$ cat src/hdl/misi_pkg.sv
// constants, register map and the helper function of the management interrupt block
package misi_pkg;

   // -----------------------------------------------------------------
   // widths
   // -----------------------------------------------------------------
   localparam int unsigned REG_W  = 8;
   localparam int unsigned AXI_AW = 8;
   localparam int unsigned AXI_DW = 32;
   localparam int unsigned IRQ_W  = 2;

   // -----------------------------------------------------------------
   // register indices; byte address is four times the index
   // -----------------------------------------------------------------
   localparam logic [7:0] IDX_PIN_GROUP1_STATUS = 8'h15;
   localparam logic [7:0] IDX_GATE_A            = 8'h16;
   localparam logic [7:0] IDX_GATE_B_ROUTING    = 8'h17;
   localparam logic [7:0] IDX_PIN_GROUP2_GATE   = 8'h18;
   localparam logic [7:0] IDX_PIN_GROUP3_GATE   = 8'h19;
   localparam logic [7:0] IDX_PIN_GROUP4_GATE   = 8'h1A;
   localparam logic [7:0] IDX_IRQ_STATUS        = 8'h20;
   localparam logic [7:0] IDX_IRQ_MASK          = 8'h21;

   localparam logic [AXI_AW-1:0] ADDR_PIN_GROUP1_STATUS = {IDX_PIN_GROUP1_STATUS[5:0], 2'b00};
   localparam logic [AXI_AW-1:0] ADDR_GATE_A            = {IDX_GATE_A[5:0], 2'b00};
   localparam logic [AXI_AW-1:0] ADDR_GATE_B_ROUTING    = {IDX_GATE_B_ROUTING[5:0], 2'b00};
   localparam logic [AXI_AW-1:0] ADDR_PIN_GROUP2_GATE   = {IDX_PIN_GROUP2_GATE[5:0], 2'b00};
   localparam logic [AXI_AW-1:0] ADDR_PIN_GROUP3_GATE   = {IDX_PIN_GROUP3_GATE[5:0], 2'b00};
   localparam logic [AXI_AW-1:0] ADDR_PIN_GROUP4_GATE   = {IDX_PIN_GROUP4_GATE[5:0], 2'b00};
   localparam logic [AXI_AW-1:0] ADDR_IRQ_STATUS        = {IDX_IRQ_STATUS[5:0], 2'b00};
   localparam logic [AXI_AW-1:0] ADDR_IRQ_MASK          = {IDX_IRQ_MASK[5:0], 2'b00};

   // -----------------------------------------------------------------
   // reset values
   // -----------------------------------------------------------------
   localparam logic [REG_W-1:0] RST_REG = 8'h00;
   localparam logic [IRQ_W-1:0] RST_IRQ = 2'h0;

   // -----------------------------------------------------------------
   // field positions
   // -----------------------------------------------------------------
   localparam int unsigned GA_PARPORT  = 1;
   localparam int unsigned GA_SERIAL2  = 2;
   localparam int unsigned GA_SERIAL1  = 3;
   localparam int unsigned GA_FLOPPY   = 4;
   localparam int unsigned GA_WATCHDOG = 7;
   localparam logic [REG_W-1:0] GA_WRITE_MASK = 8'h9E;

   localparam int unsigned GB_MOUSE        = 0;
   localparam int unsigned GB_KBD          = 1;
   localparam int unsigned GB_SMBUS        = 2;
   localparam int unsigned GB_RING1        = 3;
   localparam int unsigned GB_P12          = 4;
   localparam int unsigned GB_RING2        = 5;
   localparam int unsigned GB_ROUTE_SERIRQ = 6;
   localparam int unsigned GB_ROUTE_PIN    = 7;

   localparam int unsigned G3_FAN_SPEED = 5;

   localparam int unsigned IRQ_GROUP_ASSERT = 0;
   localparam int unsigned IRQ_PIN_EVENT    = 1;

   // -----------------------------------------------------------------
   // axi responses
   // -----------------------------------------------------------------
   localparam logic [1:0] RESP_OKAY   = 2'h0;
   localparam logic [1:0] RESP_SLVERR = 2'h2;

   // write-one-to-clear with set winning over clear
   function automatic logic [REG_W-1:0] misi_w1c(input logic [REG_W-1:0] cur,
                                                 input logic [REG_W-1:0] set,
                                                 input logic [REG_W-1:0] clr);
      misi_w1c = (cur & ~clr) | set;
   endfunction : misi_w1c

endpackage : misi_pkg

$ cat src/hdl/misi_sync.sv
// two flip-flop synchroniser for the eight group-one pins
`timescale 1ns/1ps
module misi_sync
   import misi_pkg::*;
(
   input  wire logic             mclk,
   input  wire logic             reset,
   input  wire logic [REG_W-1:0] async_in,
   output logic      [REG_W-1:0] sync_out
);

   logic [REG_W-1:0] stage1;

   // stage1 feeds only the second stage
   always_ff @(posedge mclk) begin
      if (reset) begin
         stage1   <= RST_REG;
         sync_out <= RST_REG;
      end else begin
         stage1   <= async_in;
         sync_out <= stage1;
      end
   end

endmodule : misi_sync

$ cat src/hdl/misi_top.sv
// management interrupt status, gating and routing with an axi4-lite register slave
//
// Chosen here: the AXI4-Lite slave port.
`timescale 1ns/1ps
module misi_top
   import misi_pkg::*;
(
   input  wire logic              mclk,
   input  wire logic              reset,
   // axi4-lite slave
   input  wire logic [AXI_AW-1:0] s_axi_awaddr,
   input  wire logic              s_axi_awvalid,
   output logic                   s_axi_awready,
   input  wire logic [AXI_DW-1:0] s_axi_wdata,
   input  wire logic [3:0]        s_axi_wstrb,
   input  wire logic              s_axi_wvalid,
   output logic                   s_axi_wready,
   output logic [1:0]             s_axi_bresp,
   output logic                   s_axi_bvalid,
   input  wire logic              s_axi_bready,
   input  wire logic [AXI_AW-1:0] s_axi_araddr,
   input  wire logic              s_axi_arvalid,
   output logic                   s_axi_arready,
   output logic [AXI_DW-1:0]      s_axi_rdata,
   output logic [1:0]             s_axi_rresp,
   output logic                   s_axi_rvalid,
   input  wire logic              s_axi_rready,
   // group-one pins gpio_10 .. gpio_17, asynchronous
   input  wire logic [REG_W-1:0]  gpio_10_17,
   // enables for group-one pins, held in another register block
   input  wire logic [REG_W-1:0]  pin_group1_gate_in,
   // peripheral interrupt lines, same clock, live levels
   input  wire logic              parport_irq,
   input  wire logic              serial2_irq,
   input  wire logic              serial1_irq,
   input  wire logic              floppy_irq,
   input  wire logic              watchdog_irq,
   input  wire logic              mouse_irq,
   input  wire logic              kbd_irq,
   // sticky status bits held in the other status registers, same clock
   input  wire logic              smbus_status,
   input  wire logic              ring_ind_1,
   input  wire logic              kbd_port_p12,
   input  wire logic              ring_ind_2,
   input  wire logic [REG_W-1:0]  pin_group2_status,
   input  wire logic [REG_W-1:0]  pin_group3_status,
   input  wire logic [REG_W-1:0]  pin_group4_status,
   // outputs
   output logic                   group_mgmt_irq_n,
   output logic                   mgmt_irq_pin_n,
   output logic                   serirq_mgmt_req,
   output logic                   irq
);

   // -----------------------------------------------------------------
   // registers
   // -----------------------------------------------------------------
   logic [REG_W-1:0] pin_group1_event_status;
   logic [REG_W-1:0] periph_irq_gate_a;
   logic [REG_W-1:0] periph_irq_gate_b_routing;
   logic [REG_W-1:0] pin_group2_gate;
   logic [REG_W-1:0] pin_group3_gate;
   logic [REG_W-1:0] pin_group4_gate;
   logic [IRQ_W-1:0] irq_status;
   logic [IRQ_W-1:0] irq_mask;

   // -----------------------------------------------------------------
   // pin synchronisation and edge detection
   // -----------------------------------------------------------------
   logic [REG_W-1:0] gpio_sync;
   logic [REG_W-1:0] gpio_prev;
   wire  [REG_W-1:0] gpio_rise;

   misi_sync u_sync (
      .mclk     (mclk),
      .reset    (reset),
      .async_in (gpio_10_17),
      .sync_out (gpio_sync)
   );

   always_ff @(posedge mclk) begin
      if (reset) begin
         gpio_prev <= RST_REG;
      end else begin
         gpio_prev <= gpio_sync;
      end
   end

   // an edge, not a level, so that a pin held high does not refill the bit forever
   assign gpio_rise = gpio_sync & ~gpio_prev;

   // -----------------------------------------------------------------
   // write channel
   // -----------------------------------------------------------------
   logic              aw_held;
   logic [AXI_AW-1:0] aw_addr;
   logic              w_held;
   logic [REG_W-1:0]  w_data;
   logic              w_lane0;

   wire do_write   = aw_held && w_held && !s_axi_bvalid;
   wire aw_take    = s_axi_awvalid && s_axi_awready;
   wire w_take     = s_axi_wvalid && s_axi_wready;

   assign s_axi_awready = !aw_held;
   assign s_axi_wready  = !w_held;

   always_ff @(posedge mclk) begin
      if (reset) begin
         aw_held <= 1'b0;
         aw_addr <= '0;
      end else if (aw_take) begin
         aw_held <= 1'b1;
         aw_addr <= s_axi_awaddr;
      end else if (do_write) begin
         aw_held <= 1'b0;
      end
   end

   always_ff @(posedge mclk) begin
      if (reset) begin
         w_held  <= 1'b0;
         w_data  <= RST_REG;
         w_lane0 <= 1'b0;
      end else if (w_take) begin
         w_held  <= 1'b1;
         w_data  <= s_axi_wdata[REG_W-1:0];
         w_lane0 <= s_axi_wstrb[0];
      end else if (do_write) begin
         w_held <= 1'b0;
      end
   end

   // byte lanes below the word are ignored on both channels
   function automatic logic [AXI_AW-1:0] word_addr(input logic [AXI_AW-1:0] a);
      word_addr = {a[AXI_AW-1:2], 2'b00};
   endfunction : word_addr

   // write decode
   wire [AXI_AW-1:0] wa = word_addr(aw_addr);
   wire hit_w_sts  = (wa == ADDR_PIN_GROUP1_STATUS);
   wire hit_w_ga   = (wa == ADDR_GATE_A);
   wire hit_w_gb   = (wa == ADDR_GATE_B_ROUTING);
   wire hit_w_g2   = (wa == ADDR_PIN_GROUP2_GATE);
   wire hit_w_g3   = (wa == ADDR_PIN_GROUP3_GATE);
   wire hit_w_g4   = (wa == ADDR_PIN_GROUP4_GATE);
   wire hit_w_is   = (wa == ADDR_IRQ_STATUS);
   wire hit_w_im   = (wa == ADDR_IRQ_MASK);
   wire hit_w_any  = hit_w_sts | hit_w_ga | hit_w_gb | hit_w_g2 | hit_w_g3 | hit_w_g4
                   | hit_w_is | hit_w_im;
   wire wr_en      = do_write && w_lane0;

   always_ff @(posedge mclk) begin
      if (reset) begin
         s_axi_bvalid <= 1'b0;
         s_axi_bresp  <= RESP_OKAY;
      end else if (do_write) begin
         s_axi_bvalid <= 1'b1;
         s_axi_bresp  <= hit_w_any ? RESP_OKAY : RESP_SLVERR;
      end else if (s_axi_bvalid && s_axi_bready) begin
         s_axi_bvalid <= 1'b0;
      end
   end

   // -----------------------------------------------------------------
   // group-one event status
   // -----------------------------------------------------------------
   wire [REG_W-1:0] sts_clear = (wr_en && hit_w_sts) ? w_data : RST_REG;

   always_ff @(posedge mclk) begin
      if (reset) begin
         pin_group1_event_status <= RST_REG;
      end else begin
         // a new edge in the clearing cycle survives the clear
         pin_group1_event_status <= misi_w1c(pin_group1_event_status, gpio_rise,
                                             sts_clear);
      end
   end

   // -----------------------------------------------------------------
   // enable and routing registers
   // -----------------------------------------------------------------
   always_ff @(posedge mclk) begin
      if (reset) begin
         periph_irq_gate_a         <= RST_REG;
         periph_irq_gate_b_routing <= RST_REG;
         pin_group2_gate           <= RST_REG;
         pin_group3_gate           <= RST_REG;
         pin_group4_gate           <= RST_REG;
      end else if (wr_en) begin
         if (hit_w_ga) begin
            periph_irq_gate_a <= w_data & GA_WRITE_MASK;
         end
         if (hit_w_gb) begin
            periph_irq_gate_b_routing <= w_data;
         end
         if (hit_w_g2) begin
            pin_group2_gate <= w_data;
         end
         if (hit_w_g3) begin
            pin_group3_gate <= w_data;
         end
         if (hit_w_g4) begin
            pin_group4_gate <= w_data;
         end
      end
   end

   // -----------------------------------------------------------------
   // source vectors and gating
   // -----------------------------------------------------------------
   // peripheral lines are used live, so their status drops only with the source
   wire [REG_W-1:0] periph_src_a = {watchdog_irq, 1'b0, 1'b0, floppy_irq,
                                    serial1_irq, serial2_irq, parport_irq, 1'b0};
   wire [REG_W-1:0] periph_src_b = {1'b0, 1'b0, ring_ind_2, kbd_port_p12,
                                    ring_ind_1, smbus_status, kbd_irq, mouse_irq};
   wire [REG_W-1:0] gate_b_srcs  = periph_irq_gate_b_routing
                                 & ~(8'h01 << GB_ROUTE_SERIRQ) & ~(8'h01 << GB_ROUTE_PIN);

   wire [REG_W-1:0] hit_g1 = pin_group1_event_status & pin_group1_gate_in;
   wire [REG_W-1:0] hit_ga = periph_src_a & periph_irq_gate_a;
   wire [REG_W-1:0] hit_gb = periph_src_b & gate_b_srcs;
   wire [REG_W-1:0] hit_g2 = pin_group2_status & pin_group2_gate;
   wire [REG_W-1:0] hit_g3 = pin_group3_status & pin_group3_gate;
   wire [REG_W-1:0] hit_g4 = pin_group4_status & pin_group4_gate;

   wire next_group_active = |{hit_g1, hit_ga, hit_gb, hit_g2, hit_g3, hit_g4};
   wire route_serirq      = periph_irq_gate_b_routing[GB_ROUTE_SERIRQ];
   wire route_pin         = periph_irq_gate_b_routing[GB_ROUTE_PIN];

   logic group_active;

   always_ff @(posedge mclk) begin
      if (reset) begin
         group_active     <= 1'b0;
         group_mgmt_irq_n <= 1'b1;
         mgmt_irq_pin_n   <= 1'b1;
         serirq_mgmt_req  <= 1'b0;
      end else begin
         group_active     <= next_group_active;
         group_mgmt_irq_n <= ~next_group_active;
         mgmt_irq_pin_n   <= ~(next_group_active && route_pin);
         serirq_mgmt_req  <= next_group_active && route_serirq;
      end
   end

   // -----------------------------------------------------------------
   // software interrupt status and mask
   // -----------------------------------------------------------------
   wire [IRQ_W-1:0] irq_set;
   wire [IRQ_W-1:0] irq_clr = (wr_en && hit_w_is) ? w_data[IRQ_W-1:0] : RST_IRQ;

   assign irq_set[IRQ_GROUP_ASSERT] = next_group_active && !group_active;
   assign irq_set[IRQ_PIN_EVENT]    = |gpio_rise;

   always_ff @(posedge mclk) begin
      if (reset) begin
         irq_status <= RST_IRQ;
         irq_mask   <= RST_IRQ;
         irq        <= 1'b0;
      end else begin
         irq_status <= (irq_status & ~irq_clr) | irq_set;
         if (wr_en && hit_w_im) begin
            irq_mask <= w_data[IRQ_W-1:0];
         end
         irq <= |(irq_status & irq_mask);
      end
   end

   // -----------------------------------------------------------------
   // read channel
   // -----------------------------------------------------------------
   wire [AXI_AW-1:0] ra = word_addr(s_axi_araddr);
   wire ar_take = s_axi_arvalid && s_axi_arready;
   logic [REG_W-1:0] rd_sel;
   logic             rd_hit;

   assign s_axi_arready = !s_axi_rvalid;

   always_comb begin
      rd_sel = RST_REG;
      rd_hit = 1'b1;
      unique case (ra)
         ADDR_PIN_GROUP1_STATUS: rd_sel = pin_group1_event_status;
         ADDR_GATE_A:            rd_sel = periph_irq_gate_a;
         ADDR_GATE_B_ROUTING:    rd_sel = periph_irq_gate_b_routing;
         ADDR_PIN_GROUP2_GATE:   rd_sel = pin_group2_gate;
         ADDR_PIN_GROUP3_GATE:   rd_sel = pin_group3_gate;
         ADDR_PIN_GROUP4_GATE:   rd_sel = pin_group4_gate;
         ADDR_IRQ_STATUS:        rd_sel = {{(REG_W-IRQ_W){1'b0}}, irq_status};
         ADDR_IRQ_MASK:          rd_sel = {{(REG_W-IRQ_W){1'b0}}, irq_mask};
         default:                rd_hit = 1'b0;
      endcase
   end

   always_ff @(posedge mclk) begin
      if (reset) begin
         s_axi_rvalid <= 1'b0;
         s_axi_rdata  <= '0;
         s_axi_rresp  <= RESP_OKAY;
      end else if (ar_take) begin
         s_axi_rvalid <= 1'b1;
         s_axi_rdata  <= {{(AXI_DW-REG_W){1'b0}}, rd_sel};
         s_axi_rresp  <= rd_hit ? RESP_OKAY : RESP_SLVERR;
      end else if (s_axi_rvalid && s_axi_rready) begin
         s_axi_rvalid <= 1'b0;
      end
   end

endmodule : misi_top

$ cat config.mk
export PLATFORM = sky130hd
export DESIGN_NAME = misi_top
export DESIGN_NICKNAME = d
export VERILOG_FILES = /design/src/hdl/misi_pkg.sv /design/src/hdl/misi_sync.sv /design/src/hdl/misi_top.sv
export SDC_FILE = /design/constraint.sdc
export NUM_CORES = 1
export LEC_CHECK = 0
export ABC_CLOCK_PERIOD_IN_PS = 1900
export BUFFER_PORTS_ARGS = -buffer_cell sky130_fd_sc_hd__buf_2
export CORE_ASPECT_RATIO = 0.6
export CORE_MARGIN = 2
export CORE_UTILIZATION = 30
export DETAILED_ROUTE_END_ITERATION = 8
export GPL_TIMING_DRIVEN = 0
export PLACE_DENSITY = 0.55
export SLEW_MARGIN = 15
export SYNTH_ARGS = -nofsm -noshare
export SYNTH_HDL_FRONTEND = slang
export SYNTH_HIERARCHICAL = 1
export SYNTH_SLANG_ARGS = --single-unit
$ cat constraint.sdc
create_clock -name mclk -period 1.9 [get_ports mclk]
set_input_delay 0.285 -clock mclk [delete_from_list [all_inputs] [get_ports mclk]]
set_output_delay 0.285 -clock mclk [all_outputs]
set_load 0.03 [all_outputs]
# After elaboration in Yosys (flattened, before gate mapping)
# Cells that the tools add are included.
op_classes:
  addsub: 0
  mul: 0
  div: 0
  magnitude_cmp: 0
  n_eq_ne: 16
  n_shift: 0
  n_mux: 13
  bitwise: 24
  reduce_logical: 32
ops:
  columns: ["operator", "n"]
  rows:
  - ["$eq 6x5->1 const B", 12]
  - ["$pmux 8 s8", 1]
  - ["$and 8x8->8", 7]
  - ["$reduce_or 48->1", 1]
  - ["$eq 6x6->1 const B", 4]
  - ["$not 8->8", 2]
  - ["$reduce_or 8->1", 2]
  - ["$logic_and 1x1->1", 14]
  - ["$reduce_and 2->1", 5]
  - ["$mux 1", 8]
  - ["$mux 8", 1]
  - ["$or 8x8->8", 1]
  - ["$reduce_bool 2->1", 4]
  - ["$or 1x1->1", 7]
  - ["$and 6x6->6", 1]
  - ["$mux 2", 3]
  - ["$logic_not 1->1", 5]
  - ["$and 2x2->2", 2]
  - ["$not 1->1", 2]
  - ["$not 2->2", 1]
  - ["$or 2x2->2", 1]
  - ["$reduce_or 2->1", 1]
word_totals:
  reg_bits: 111
  latch_bits: 0
  ram_bits: 0
  mem_bits_ro: 0
  input_bits: 110
  output_inout_bits: 45
  elab_cells: 111
  n_memories: 0

# Logic depth before layout (Yosys ltp)
# Gate-level depths: netlist of run 1.
depth:
  ltp_word: 9
  mapped_depth: 6
  mapped_depth_nobuf: 4

# Hierarchy
# Netlist of run 1, hierarchy kept.
by_module_without_submodules:
  columns: ["mod", "instances", "cells_per_inst", "area_each_um2", "seq_area_each_um2"]
  rows:
  - ["misi_top", 1, 459, 4337.9, 1821.7]
  - ["misi_sync", 1, 33, 464.2, 320.3]

# Worst setup path after synthesis of run 1
# Ideal clock, no wire load.
synth_timing:
  path_kind: "register to register"
  startpoint: "reg s_axi_bvalid"
  endpoint: "reg pin_group4_gate[0]"
  setup_ns: 0.128
  arrival_ns: 1.539
  required_ns: 1.772
  slack_ns: 0.234
  path_stages_with_launch: 5
  path_buffers: 0
  synth_period_minus_slack_ns: 1.666
  path_cell_list: "dfxtp_1 > nand3b_4 > nor4_4 > mux2i_1 > nor2_1"
synth_via:
  elab_chain_cells: 4
synth_lines:
  columns: ["element", "line_no", "rtl"]
  rows:
  - ["from (decl)", "misi_top.sv:19", "output logic s_axi_bvalid,"]
  - ["from (signal assigned)", "misi_top.sv:155", "s_axi_bvalid <= 1'b0;"]
  - ["from (signal assigned)", "misi_top.sv:158", "s_axi_bvalid <= 1'b1;"]
  - ["from (signal assigned)", "misi_top.sv:161", "s_axi_bvalid <= 1'b0;"]
  - ["$logic_not 1->1", "misi_top.sv:101", "wire do_write = aw_held && w_held && !s_axi_bvalid;"]
  - ["$logic_and 1x1->1", "misi_top.sv:101", null]
  - ["$logic_and 1x1->1", "misi_top.sv:151", "wire wr_en = do_write && w_lane0;"]
  - ["$reduce_and 2->1 (no source line)", null, null]
  - ["to (signal assigned)", "misi_top.sv:204", "pin_group4_gate <= w_data;"]
  - ["to (decl)", "misi_top.sv:63", "logic [REG_W-1:0] pin_group4_gate;"]
# Every way passes these cells.
# A chain may end at the register's enable or synchronous reset.

# Final worst setup path of run 1
layout_timing:
  startpoint: "reg pin_group1_event_status[0]"
  endpoint: "reg irq_status[0]"
layout_via:
  elab_chain_cells: 4
layout_lines:
  columns: ["element", "line_no", "rtl"]
  rows:
  - ["from (decl)", "misi_top.sv:58", "logic [REG_W-1:0] pin_group1_event_status;"]
  - ["from (signal assigned)", "misi_top.sv:175", "pin_group1_event_status <= misi_w1c(pin_group1_event_status, gpio_rise,"]
  - ["$and 8x8->8", "misi_top.sv:220", "wire [REG_W-1:0] hit_g1 = pin_group1_event_status & pin_group1_gate_in;"]
  - ["$reduce_or 48->1", "misi_top.sv:227", "wire next_group_active = |{hit_g1, hit_ga, hit_gb, hit_g2, hit_g3, hit_g4};"]
  - ["$logic_and 1x1->1", "misi_top.sv:253", "assign irq_set[IRQ_GROUP_ASSERT] = next_group_active && !group_active;"]
  - ["$or 2x2->2", "misi_top.sv:262", "irq_status <= (irq_status & ~irq_clr) | irq_set;"]
  - ["to (signal assigned)", "misi_top.sv:262", null]
  - ["to (decl)", "misi_top.sv:64", "logic [IRQ_W-1:0] irq_status;"]
# Every way passes these cells.

==> qor.log, run 1 <==
[global_route] first-pass GRT wire length 21,900 µm
[power] Overall Power 4.93 mW
[detailed_routing] DRC Markers 8
[final_layout] number of inserted diodes 0
[global_route] overflow left after global routing 0
[synth] average instance area after synthesis 9.76 µm²
[floorplan] FP Rows 35
[final_layout] post-route standard cell area excluding fillers 6020 µm²
[synth] Synth Register Bits 107
[timing] clock period minus worst slack 1.77 ns
[synth] Gate Count Post-Synth 492
[detailed_routing] routed wire length per instance 17.1 µm
[detailed_routing] via count of the routed design 3,994
[final_layout] nets@finish 738
[final_layout] number of inserted filler cells in the final layout 1,571
[power] Pwr per Cell Area 820 nW/µm²
[hold_path] source of the worst hold timing path gpio_10_17[4]
[timing] Final Skew 0.0134 ns
[global_route] antenna violations before repair 0
[worst_setup_path] reg-to-reg slack, setup 0.13 ns
[run] max cap viols 0
[detailed_routing] DRC violation total after the first TritonRoute iteration 286
[synth] number of library cell types mapped by synthesis 61
[synth] async set or reset register ratio after synthesis 0
[timing] total setup violations reported at the end of the flow 0
[worst_setup_path] worst-path fanout max 5
[clock_network] Clk pin slew, worst setup/hold paths 0.09 ns
[place] post-placement worst setup slack -0.0965 ns
[worst_setup_path] startpoint of the worst register-to-register path pin_group1_event_status[0]$_SDFF_PP0_
[synth] Netlist Area Pre-Place 4800 µm²
[worst_setup_path] depth of the worst register-to-register path 4
[floorplan] vertical die dimension 102 µm
[hold_path] Hold Path Class in2reg
[synth] number of flops mapped to enable cells by yosys 0
[detailed_routing] number of iterations in the first detailed-routing pass 7
[final_layout] non-filler cells, final 836
[floorplan] Die Area 17,100 µm²
[timing] slew margin rel. 0.548
[floorplan] area inside the core boundary 15,500 µm²
[global_route] Global Route met2 Usage 0.237
[timing] maximum clock frequency 0.565 GHz
[place] count of port buffers added during placement 97
[floorplan] count of boundary I/O pins 155
[hold_path] worst hold path cell count 2
[clock_network] root cell of the clock tree sky130_fd_sc_hd__clkbuf_16
[timing] Max Slew Vio Count 0
[final_layout] Layout Area Growth over Synthesis 25.4%
[clock_network] buffers from clock root to sink, at most 2
[timing] Total Negative Setup Slacks 0 ns
[timing] hold_ws 0.127 ns
[global_route] maximum number of pins on one net before global-route repair 25
[detailed_routing] final WL 14,300 µm
[synth] area share of the largest cell type after synthesis 0.446
[detailed_routing] per-cell via count in the routed design 4.78
[clock_network] worst skew pair latency 0.36 ns
[place] global placer's final weighted congestion 0.897
[final_layout] share of layout cells above drive strength 1 0.299
[worst_setup_path] required arrival time at the worst endpoint 2.15 ns
[synth] sequential element share of the synthesized area 0.446
[global_route] met1 usage 0.263
[worst_setup_path] startpoint-to-endpoint class of the critical path reg2reg
[clock_network] total clock sinks 107
[global_route] met3 Use GR 0.0442
[synth] largest area contributor in the synthesized netlist sky130_fd_sc_hd__dfxtp_1
[floorplan] die span in x 167 µm
[power] leakage 2.50 nW
[synth] Main synth FF type sky130_fd_sc_hd__dfxtp_1
[worst_setup_path] Arr. time, crit path 2.01 ns
[clock_network] clock tree from TritonCTS done
[synth] cell types with the largest area share after synthesis sky130_fd_sc_hd__dfxtp_1 (45%), sky130_fd_sc_hd__mux2i_1 (11%), sky130_fd_sc_hd__nor2_1 (4.1%)
[global_route] busiest layer in global routing met1
[timing] Final Hold Violating Endpoints 0
[timing] post-route clock period utilization 0.931
[global_route] All-Layer GR Usage 0.170
[synth] Synth Warn # 6
[power] maximum ir drop on the vdd rail 376 µV
[detailed_routing] final antenna-violating net count 0
[hold_path] worst min-delay path endpoint u_sync/stage1[4]$_SDFF_PP0_
[final_layout] post-layout utilization of the core 0.388
[timing] minimum setup slack in the final design 0.131 ns
[worst_setup_path] startpoint type of the worst setup path register
[place] placed instance area 5640 µm²
[run_status] failing checks DRC
[worst_setup_path] capture instance of the worst register-to-register path irq_status[0]$_SDFF_PP0_
[timing] unrepaired setup endpoints after global routing no
[clock_network] CTS H-tree lvls 3
[run_status] result of the run finished, violations left
[place] cell total after placement 817
[place] dpl hpwl 11,400 µm
[worst_setup_path] Worst setup EP type register
[clock_network] TritonCTS buffer count 9
[floorplan] initial core utilization 0.310
[timing] transition time at the pin with the least slew margin 0.678 ns
[global_route] vias in the first global route 3,760
-- layout by cell type (no fill, tap or decap), types with 6 or more instances in the layout --
master	synthesis	routed
sky130_fd_sc_hd__nor2b_2	7	7
sky130_fd_sc_hd__nand4_1	9	9
sky130_fd_sc_hd__o21ai_0	9	9
sky130_fd_sc_hd__nor2b_1	17	17
sky130_fd_sc_hd__buf_2	3	100
sky130_fd_sc_hd__nand2b_1	14	14
sky130_fd_sc_hd__inv_1	14	14
sky130_fd_sc_hd__mux2_2	7	7
sky130_fd_sc_hd__clkbuf_1	12	12
sky130_fd_sc_hd__clkbuf_16	0	9
sky130_fd_sc_hd__o2bb2ai_1	8	8
sky130_fd_sc_hd__a22oi_1	24	22
sky130_fd_sc_hd__buf_4	26	27
sky130_fd_sc_hd__nand2_1	30	30
sky130_fd_sc_hd__and2b_2	6	6
sky130_fd_sc_hd__nor2_1	53	53
sky130_fd_sc_hd__conb_1	1	26
sky130_fd_sc_hd__o21ai_1	8	8
sky130_fd_sc_hd__dfxtp_1	107	106
sky130_fd_sc_hd__a21oi_1	20	20
sky130_fd_sc_hd__mux2i_1	55	55
-- critical path, cell delays in order (launching register included) --
cell and delay [ns]:
sky130_fd_sc_hd__dfxtp_2 0.35, sky130_fd_sc_hd__a22oi_2 0.26, sky130_fd_sc_hd__nand4_1 0.12, sky130_fd_sc_hd__or4_4 0.62, sky130_fd_sc_hd__o311a_1 0.31
-- where the power goes --
part	switching (mW)	internal, mW	total (mW)	leakage, nW
logic	0.320	0.227	0.547	1.47
registers	0.0738	2.31	2.38	0.872
clock network	1.03	0.979	2.01	0.156
total	1.42	3.52	4.93	2.50
-- sequential cells by signal, indices dropped and copies added, names as in the netlist, 2 cells and up --
register,cells
irq_mask,2
aw_addr,6
periph_irq_gate_a,5
u_sync/sync_out,8
pin_group4_gate,8
irq_status,2
s_axi_rdata,8
w_data,8
gpio_prev,8
pin_group2_gate,8
u_sync/stage1,8
periph_irq_gate_b_routing,8
pin_group3_gate,8
pin_group1_event_status,8
-- per-layer routing --
layer  part of all wire  routed length (µm)
met3              0.065                 925
met4             0.0055                  79
met2               0.39                5630
met1               0.54                7660
met5                  0                   0
-- area by class of cell --
type / instances / area (µm²) / area share
multi-input cells: 348 / 2390 / 0.397
flip-flops and latches: 107 / 2140 / 0.356
repair buffers: 100 / 533 / 0.0885
plain buffers: 48 / 324 / 0.0538
well taps: 203 / 254 / 0.0422
clock buffers: 9 / 225 / 0.0374
clock inverters: 7 / 96.3 / 0.0160
inverters: 14 / 52.6 / 0.00873
-- repair_timing --
item,in CTS,in global routing
pin swaps,1,7
endpoints found under the setup margin,9,17
gates resized for setup,1,3
buffers inserted,1,2
hold buffers,0,0
-- synth_stat cells, types with 2 or more instances --
master and count:
sky130_fd_sc_hd__nor4bb_1 2, sky130_fd_sc_hd__or3b_1 2, sky130_fd_sc_hd__clkbuf_8 2, sky130_fd_sc_hd__buf_2 3, sky130_fd_sc_hd__and2b_2 6, sky130_fd_sc_hd__nor2b_2 7, sky130_fd_sc_hd__buf_6 3, sky130_fd_sc_hd__a211o_1 2
sky130_fd_sc_hd__o21ai_1 8, sky130_fd_sc_hd__inv_1 14, sky130_fd_sc_hd__o2bb2ai_1 8, sky130_fd_sc_hd__nor2_1 53, sky130_fd_sc_hd__nor3_1 3, sky130_fd_sc_hd__nand2_1 30, sky130_fd_sc_hd__dfxtp_1 107, sky130_fd_sc_hd__buf_4 26
sky130_fd_sc_hd__nand4_1 9, sky130_fd_sc_hd__a21oi_1 20, sky130_fd_sc_hd__o21ai_0 9, sky130_fd_sc_hd__clkbuf_1 12, sky130_fd_sc_hd__nor2b_1 17, sky130_fd_sc_hd__nand3b_4 2, sky130_fd_sc_hd__a2bb2oi_1 2, sky130_fd_sc_hd__a41oi_1 2
sky130_fd_sc_hd__mux2_2 7, sky130_fd_sc_hd__a22o_1 5, sky130_fd_sc_hd__nand2b_1 14, sky130_fd_sc_hd__a22oi_1 24, sky130_fd_sc_hd__and4_1 2, sky130_fd_sc_hd__mux2i_1 55, sky130_fd_sc_hd__and4bb_2 2, sky130_fd_sc_hd__buf_1 2
sky130_fd_sc_hd__nor4_4 3, sky130_fd_sc_hd__a221oi_1 2
-- worst max path at each step --
stage,from,endpoint,slack (ns),cells after the start
floorplan,s_axi_bvalid$_SDFFE_PP0P_,pin_group4_gate[0]$_SDFFE_PP0P_,0.23,4
global placement,mouse_irq,irq_status[0]$_SDFF_PP0_,-0.09,5
detailed placement,mouse_irq,irq_status[0]$_SDFF_PP0_,-0.1,5
CTS,aw_addr[6]$_SDFFE_PP0P_,periph_irq_gate_b_routing[7]$_SDFFE_PP0P_,0.01,4
global route,pin_group1_event_status[0]$_SDFF_PP0_,irq_status[0]$_SDFF_PP0_,0.05,4
finish,pin_group1_event_status[0]$_SDFF_PP0_,irq_status[0]$_SDFF_PP0_,0.13,4
-- cells by family (layout without fill, tap and decap cells) --
logic type,after synthesis,in the layout,share of synthesized area
AOI/OAI and AO/OA,95,95,0.139
buffers and inverters,62,178,0.0784
DFF,107,107,0.446
muxes,62,62,0.131
other,1,26,0.000781
and+or+nand+nor,165,165,0.205
Note: power is estimated with default switching activity, not from simulation.
==> run 2, diff against run 1 <==
--- a/config.mk
+++ b/config.mk
@@ -5,6 +5,7 @@
 export SDC_FILE = /design/constraint.sdc
 export NUM_CORES = 1
 export LEC_CHECK = 0
+export ABC_AREA = 1
 export ABC_CLOCK_PERIOD_IN_PS = 1900
 export BUFFER_PORTS_ARGS = -buffer_cell sky130_fd_sc_hd__buf_2
 export CORE_ASPECT_RATIO = 0.6
==> qor.log, run 2 <==
[timing] Max Slew Vio Count 0
[worst_setup_path] Arr. time, crit path 1.99 ns
[final_layout] leading cell types in the layout, fill and taps excluded sky130_fd_sc_hd__nand2_1 (141), sky130_fd_sc_hd__nor2_1 (110), sky130_fd_sc_hd__dfxtp_1 (107)
[power] sequential power share 0.477
[synth] most numerous cell types in the synthesized netlist sky130_fd_sc_hd__nand2_1 (141), sky130_fd_sc_hd__nor2_1 (110), sky130_fd_sc_hd__dfxtp_1 (107), sky130_fd_sc_hd__inv_1 (67), sky130_fd_sc_hd__a21oi_1 (65)
[run] max cap viols 0
[global_route] All-Layer GR Usage 0.181
[synth] number of library cell types mapped by synthesis 29
[worst_setup_path] startpoint-to-endpoint class of the critical path reg2reg
[detailed_routing] final antenna-violating net count 0
[hold_path] worst hold path cell count 2
[worst_setup_path] WP buf/inv 1
[worst_setup_path] largest stage delay on the critical path 0.34 ns
[synth] most numerous cell in the Yosys netlist sky130_fd_sc_hd__nand2_1
[clock_network] root cell of the clock tree sky130_fd_sc_hd__clkbuf_16
[worst_setup_path] depth of the worst register-to-register path 9
[hold_path] source of the worst hold timing path reset
[timing] total setup violations reported at the end of the flow 0
[floorplan] vertical die dimension 102 µm
[power] maximum ir drop on the vdd rail 476 µV
[clock_network] buffers from clock root to sink, at most 2
[worst_setup_path] Worst setup EP type register
[global_route] vias in the first global route 4,127
[timing] post-route clock period utilization 0.890
[worst_setup_path] Crit path top cell by count sky130_fd_sc_hd__nand2_1
[place] dpl hpwl 11,900 µm
[final_layout] share of layout cells above drive strength 1 0.215
[detailed_routing] per-cell via count in the routed design 4.56
[synth] sequential element share of the synthesized area 0.449
[detailed_routing] routed wire length per instance 15.0 µm
[synth] Main synth FF type sky130_fd_sc_hd__dfxtp_1
[synth] Synth Register Bits 107
[floorplan] initial core utilization 0.308
[global_route] antenna violations before repair 0
[detailed_routing] via count of the routed design 4,604
[synth] largest area contributor in the synthesized netlist sky130_fd_sc_hd__dfxtp_1
[worst_setup_path] required arrival time at the worst endpoint 2.20 ns
[floorplan] FP Rows 35
[detailed_routing] number of iterations in the first detailed-routing pass 6
[detailed_routing] met3 routed WL 1420 µm
[timing] slew margin rel. 0.539
[place] count of port buffers added during placement 96
[timing] Total Negative Setup Slacks 0 ns
[run_status] result of the run complete, no violations
[synth] number of flops mapped to enable cells by yosys 0
[worst_setup_path] startpoint of the worst register-to-register path pin_group2_gate[0]$_SDFFE_PP0P_
[detailed_routing] met2 routed wirelength 5510 µm
[power] share of total power consumed by net switching 0.280
[worst_setup_path] cell depth of the worst setup path 9
[clock_network] post-CTS resize count 0
[final_layout] Layout Area Growth over Synthesis 24.1%
[floorplan] die span in x 167 µm
[floorplan] count of boundary I/O pins 155
[timing] maximum clock frequency 0.591 GHz
[final_layout] post-layout utilization of the core 0.383
[worst_setup_path] ordered list of cells on the worst path nand2_1, nand2_1, nor2_1, nand2_1, nor3_1, nand3_1, nand2_1, inv_1, nand2_1
[final_layout] nets@finish 911
[clock_network] TritonCTS buffer count 9
[detailed_routing] DRC Markers 0
[floorplan] area inside the core boundary 15,500 µm²
[detailed_routing] highest metal layer used by the detailed router met4
[clock_network] total clock sinks 107
[final_layout] number of inserted diodes 0
[synth] Synth Warn # 6
[global_route] first-pass GRT wire length 23,100 µm
[final_layout] non-filler cells, final 1,009
[synth] average instance area after synthesis 7.13 µm²
[hold_path] Hold Path Class in2reg
[power] Cell Int Power 3.56 mW
[clock_network] Setup Fix Bufs, Post-CTS 0
[place] global placer's final weighted congestion 0.899
[clock_network] worst skew pair latency 0.36 ns
[detailed_routing] DRC violation total after the first TritonRoute iteration 427
[clock_network] Clk pin slew, worst setup/hold paths 0.08 ns
[timing] Final Hold Violating Endpoints 0
[worst_setup_path] capture instance of the worst register-to-register path mgmt_irq_pin_n$_SDFF_PP1_
[synth] Gate Count Post-Synth 669
[synth] cell types with the largest area share after synthesis sky130_fd_sc_hd__dfxtp_1 (45%), sky130_fd_sc_hd__nand2_1 (11%), sky130_fd_sc_hd__nor2_1 (8.7%)
[synth] Netlist Area Pre-Place 4770 µm²
[timing] Final Skew 0.00646 ns
[timing] transition time at the pin with the least slew margin 0.692 ns
[worst_setup_path] reg-to-reg slack, setup 0.21 ns
[power] Comb power frac 0.114
[final_layout] most common library cell in the layout ignoring fill and taps sky130_fd_sc_hd__nand2_1
[clock_network] CTS H-tree lvls 3
[detailed_routing] routed length on met1 8050 µm
[synth] async set or reset register ratio after synthesis 0
[power] Pwr per Cell Area 837 nW/µm²
[power] reported net switching power 1.39 mW
[power] leakage 2.84 nW
[floorplan] Die Area 16,900 µm²
[timing] unrepaired setup endpoints after global routing no
[global_route] overflow left after global routing 0
[detailed_routing] final WL 15,100 µm
[clock_network] clock tree from TritonCTS done
[global_route] maximum number of pins on one net before global-route repair 21
[worst_setup_path] startpoint type of the worst setup path register
[worst_setup_path] slowest cell on the critical path sky130_fd_sc_hd__dfxtp_1
[synth] area share of the largest cell type after synthesis 0.449
[timing] clock period minus worst slack 1.69 ns
[clock_network] hold buffers post-CTS 0
[hold_path] worst min-delay path endpoint u_sync/sync_out[7]$_SDFF_PP0_
[power] clock share of power 0.409
[place] cell total after placement 993
[worst_setup_path] delay-heaviest family, CP simple AND/OR/NAND/NOR gates
[worst_setup_path] worst-path fanout max 3
[run 2: cell types whose count changed after synthesis, sizes merged, moves of 24 or more]
cell   before  now
nand2      30  141
nor2b      24    0
a21oi      20   65
mux2i      55    0
nor2       54  118
o21ai      17   41
a22oi      25    0
inv        14   70
nand3       1   44
[run 2: layout make-up]
| type | count | area [µm²] |
|---|---|---|
| fill | 1677 | 9540 |
| sequential | 107 | 2140 |
| tap | 203 | 254 |
| multi-input combinational | 468 | 2120 |
| clock inverter | 7 | 95.1 |
| buffer | 48 | 328 |
| inverter | 71 | 267 |
| timing repair buffer | 96 | 480 |
| clock buffer | 9 | 225 |
[run 2: per-layer routing]
layer | up-vias | global-route usage
met3 | 11 | 0.0457
met5 | - | 0
met1 | 2047 | 0.285
met2 | 195 | 0.240
met4 | 0 | 0.0371
li1 | 2351 | -
[run 2: worst register-to-register path: stages, from the launching register on]
cell                      delay, ns
sky130_fd_sc_hd__dfxtp_1       0.34
sky130_fd_sc_hd__nand2_1       0.06
sky130_fd_sc_hd__nand2_1       0.08
sky130_fd_sc_hd__nor2_1        0.17
sky130_fd_sc_hd__nand2_1       0.09
sky130_fd_sc_hd__nor3_1        0.34
sky130_fd_sc_hd__nand3_1       0.26
sky130_fd_sc_hd__nand2_1       0.17
sky130_fd_sc_hd__inv_1         0.06
sky130_fd_sc_hd__nand2_1       0.05
[run 2: worst max-delay path by stage]
stage / from / endpoint / slack [ns]
after floorplan: s_axi_rvalid$_SDFFE_PP0P_ / s_axi_rvalid$_SDFFE_PP0P_ / 0.40
final: pin_group2_gate[0]$_SDFFE_PP0P_ / mgmt_irq_pin_n$_SDFF_PP1_ / 0.21
after global routing: s_axi_rvalid$_SDFFE_PP0P_ / s_axi_rdata[5]$_SDFFE_PP0P_ / 0.09
after CTS: pin_group2_gate[0]$_SDFFE_PP0P_ / mgmt_irq_pin_n$_SDFF_PP1_ / 0.31
after detailed placement: s_axi_araddr[6] / s_axi_rdata[3]$_SDFFE_PP0P_ / 0.02
after global placement: s_axi_araddr[6] / s_axi_rdata[3]$_SDFFE_PP0P_ / 0.06
[run 2: kinds of logic after synthesis]
| logic type | after synthesis | synth area share |
|---|---|---|
| AO/OA/AOI/OAI | 117 | 0.130 |
| buffers and inverters | 119 | 0.125 |
| flip-flops | 107 | 0.449 |
| other | 1 | 0.000787 |
| AND/OR/NAND/NOR | 325 | 0.295 |
[run 2: stage by stage]
stage	setup slack (ns)	hold WS [ns]	area, µm²	power, mW
floorplan	0.401	0.375	4860	2.75
global placement	0.0592	0.393	5600	2.97
detailed placement	0.0173	0.398	5600	2.97
CTS	0.314	0.102	5920	4.98
global route	0.0920	0.110	5920	5.15
finish	0.208	0.107	5920	4.95
[run 2: power by group through the flow]
stage	combinational [mW]	sequential [mW]	clock [mW]
final	0.563	2.36	2.03
after global routing	0.616	2.37	2.16
after detailed placement	0.556	2.41	0
after floorplan	0.338	2.42	0
after global placement	0.557	2.41	0
after CTS	0.558	2.36	2.07
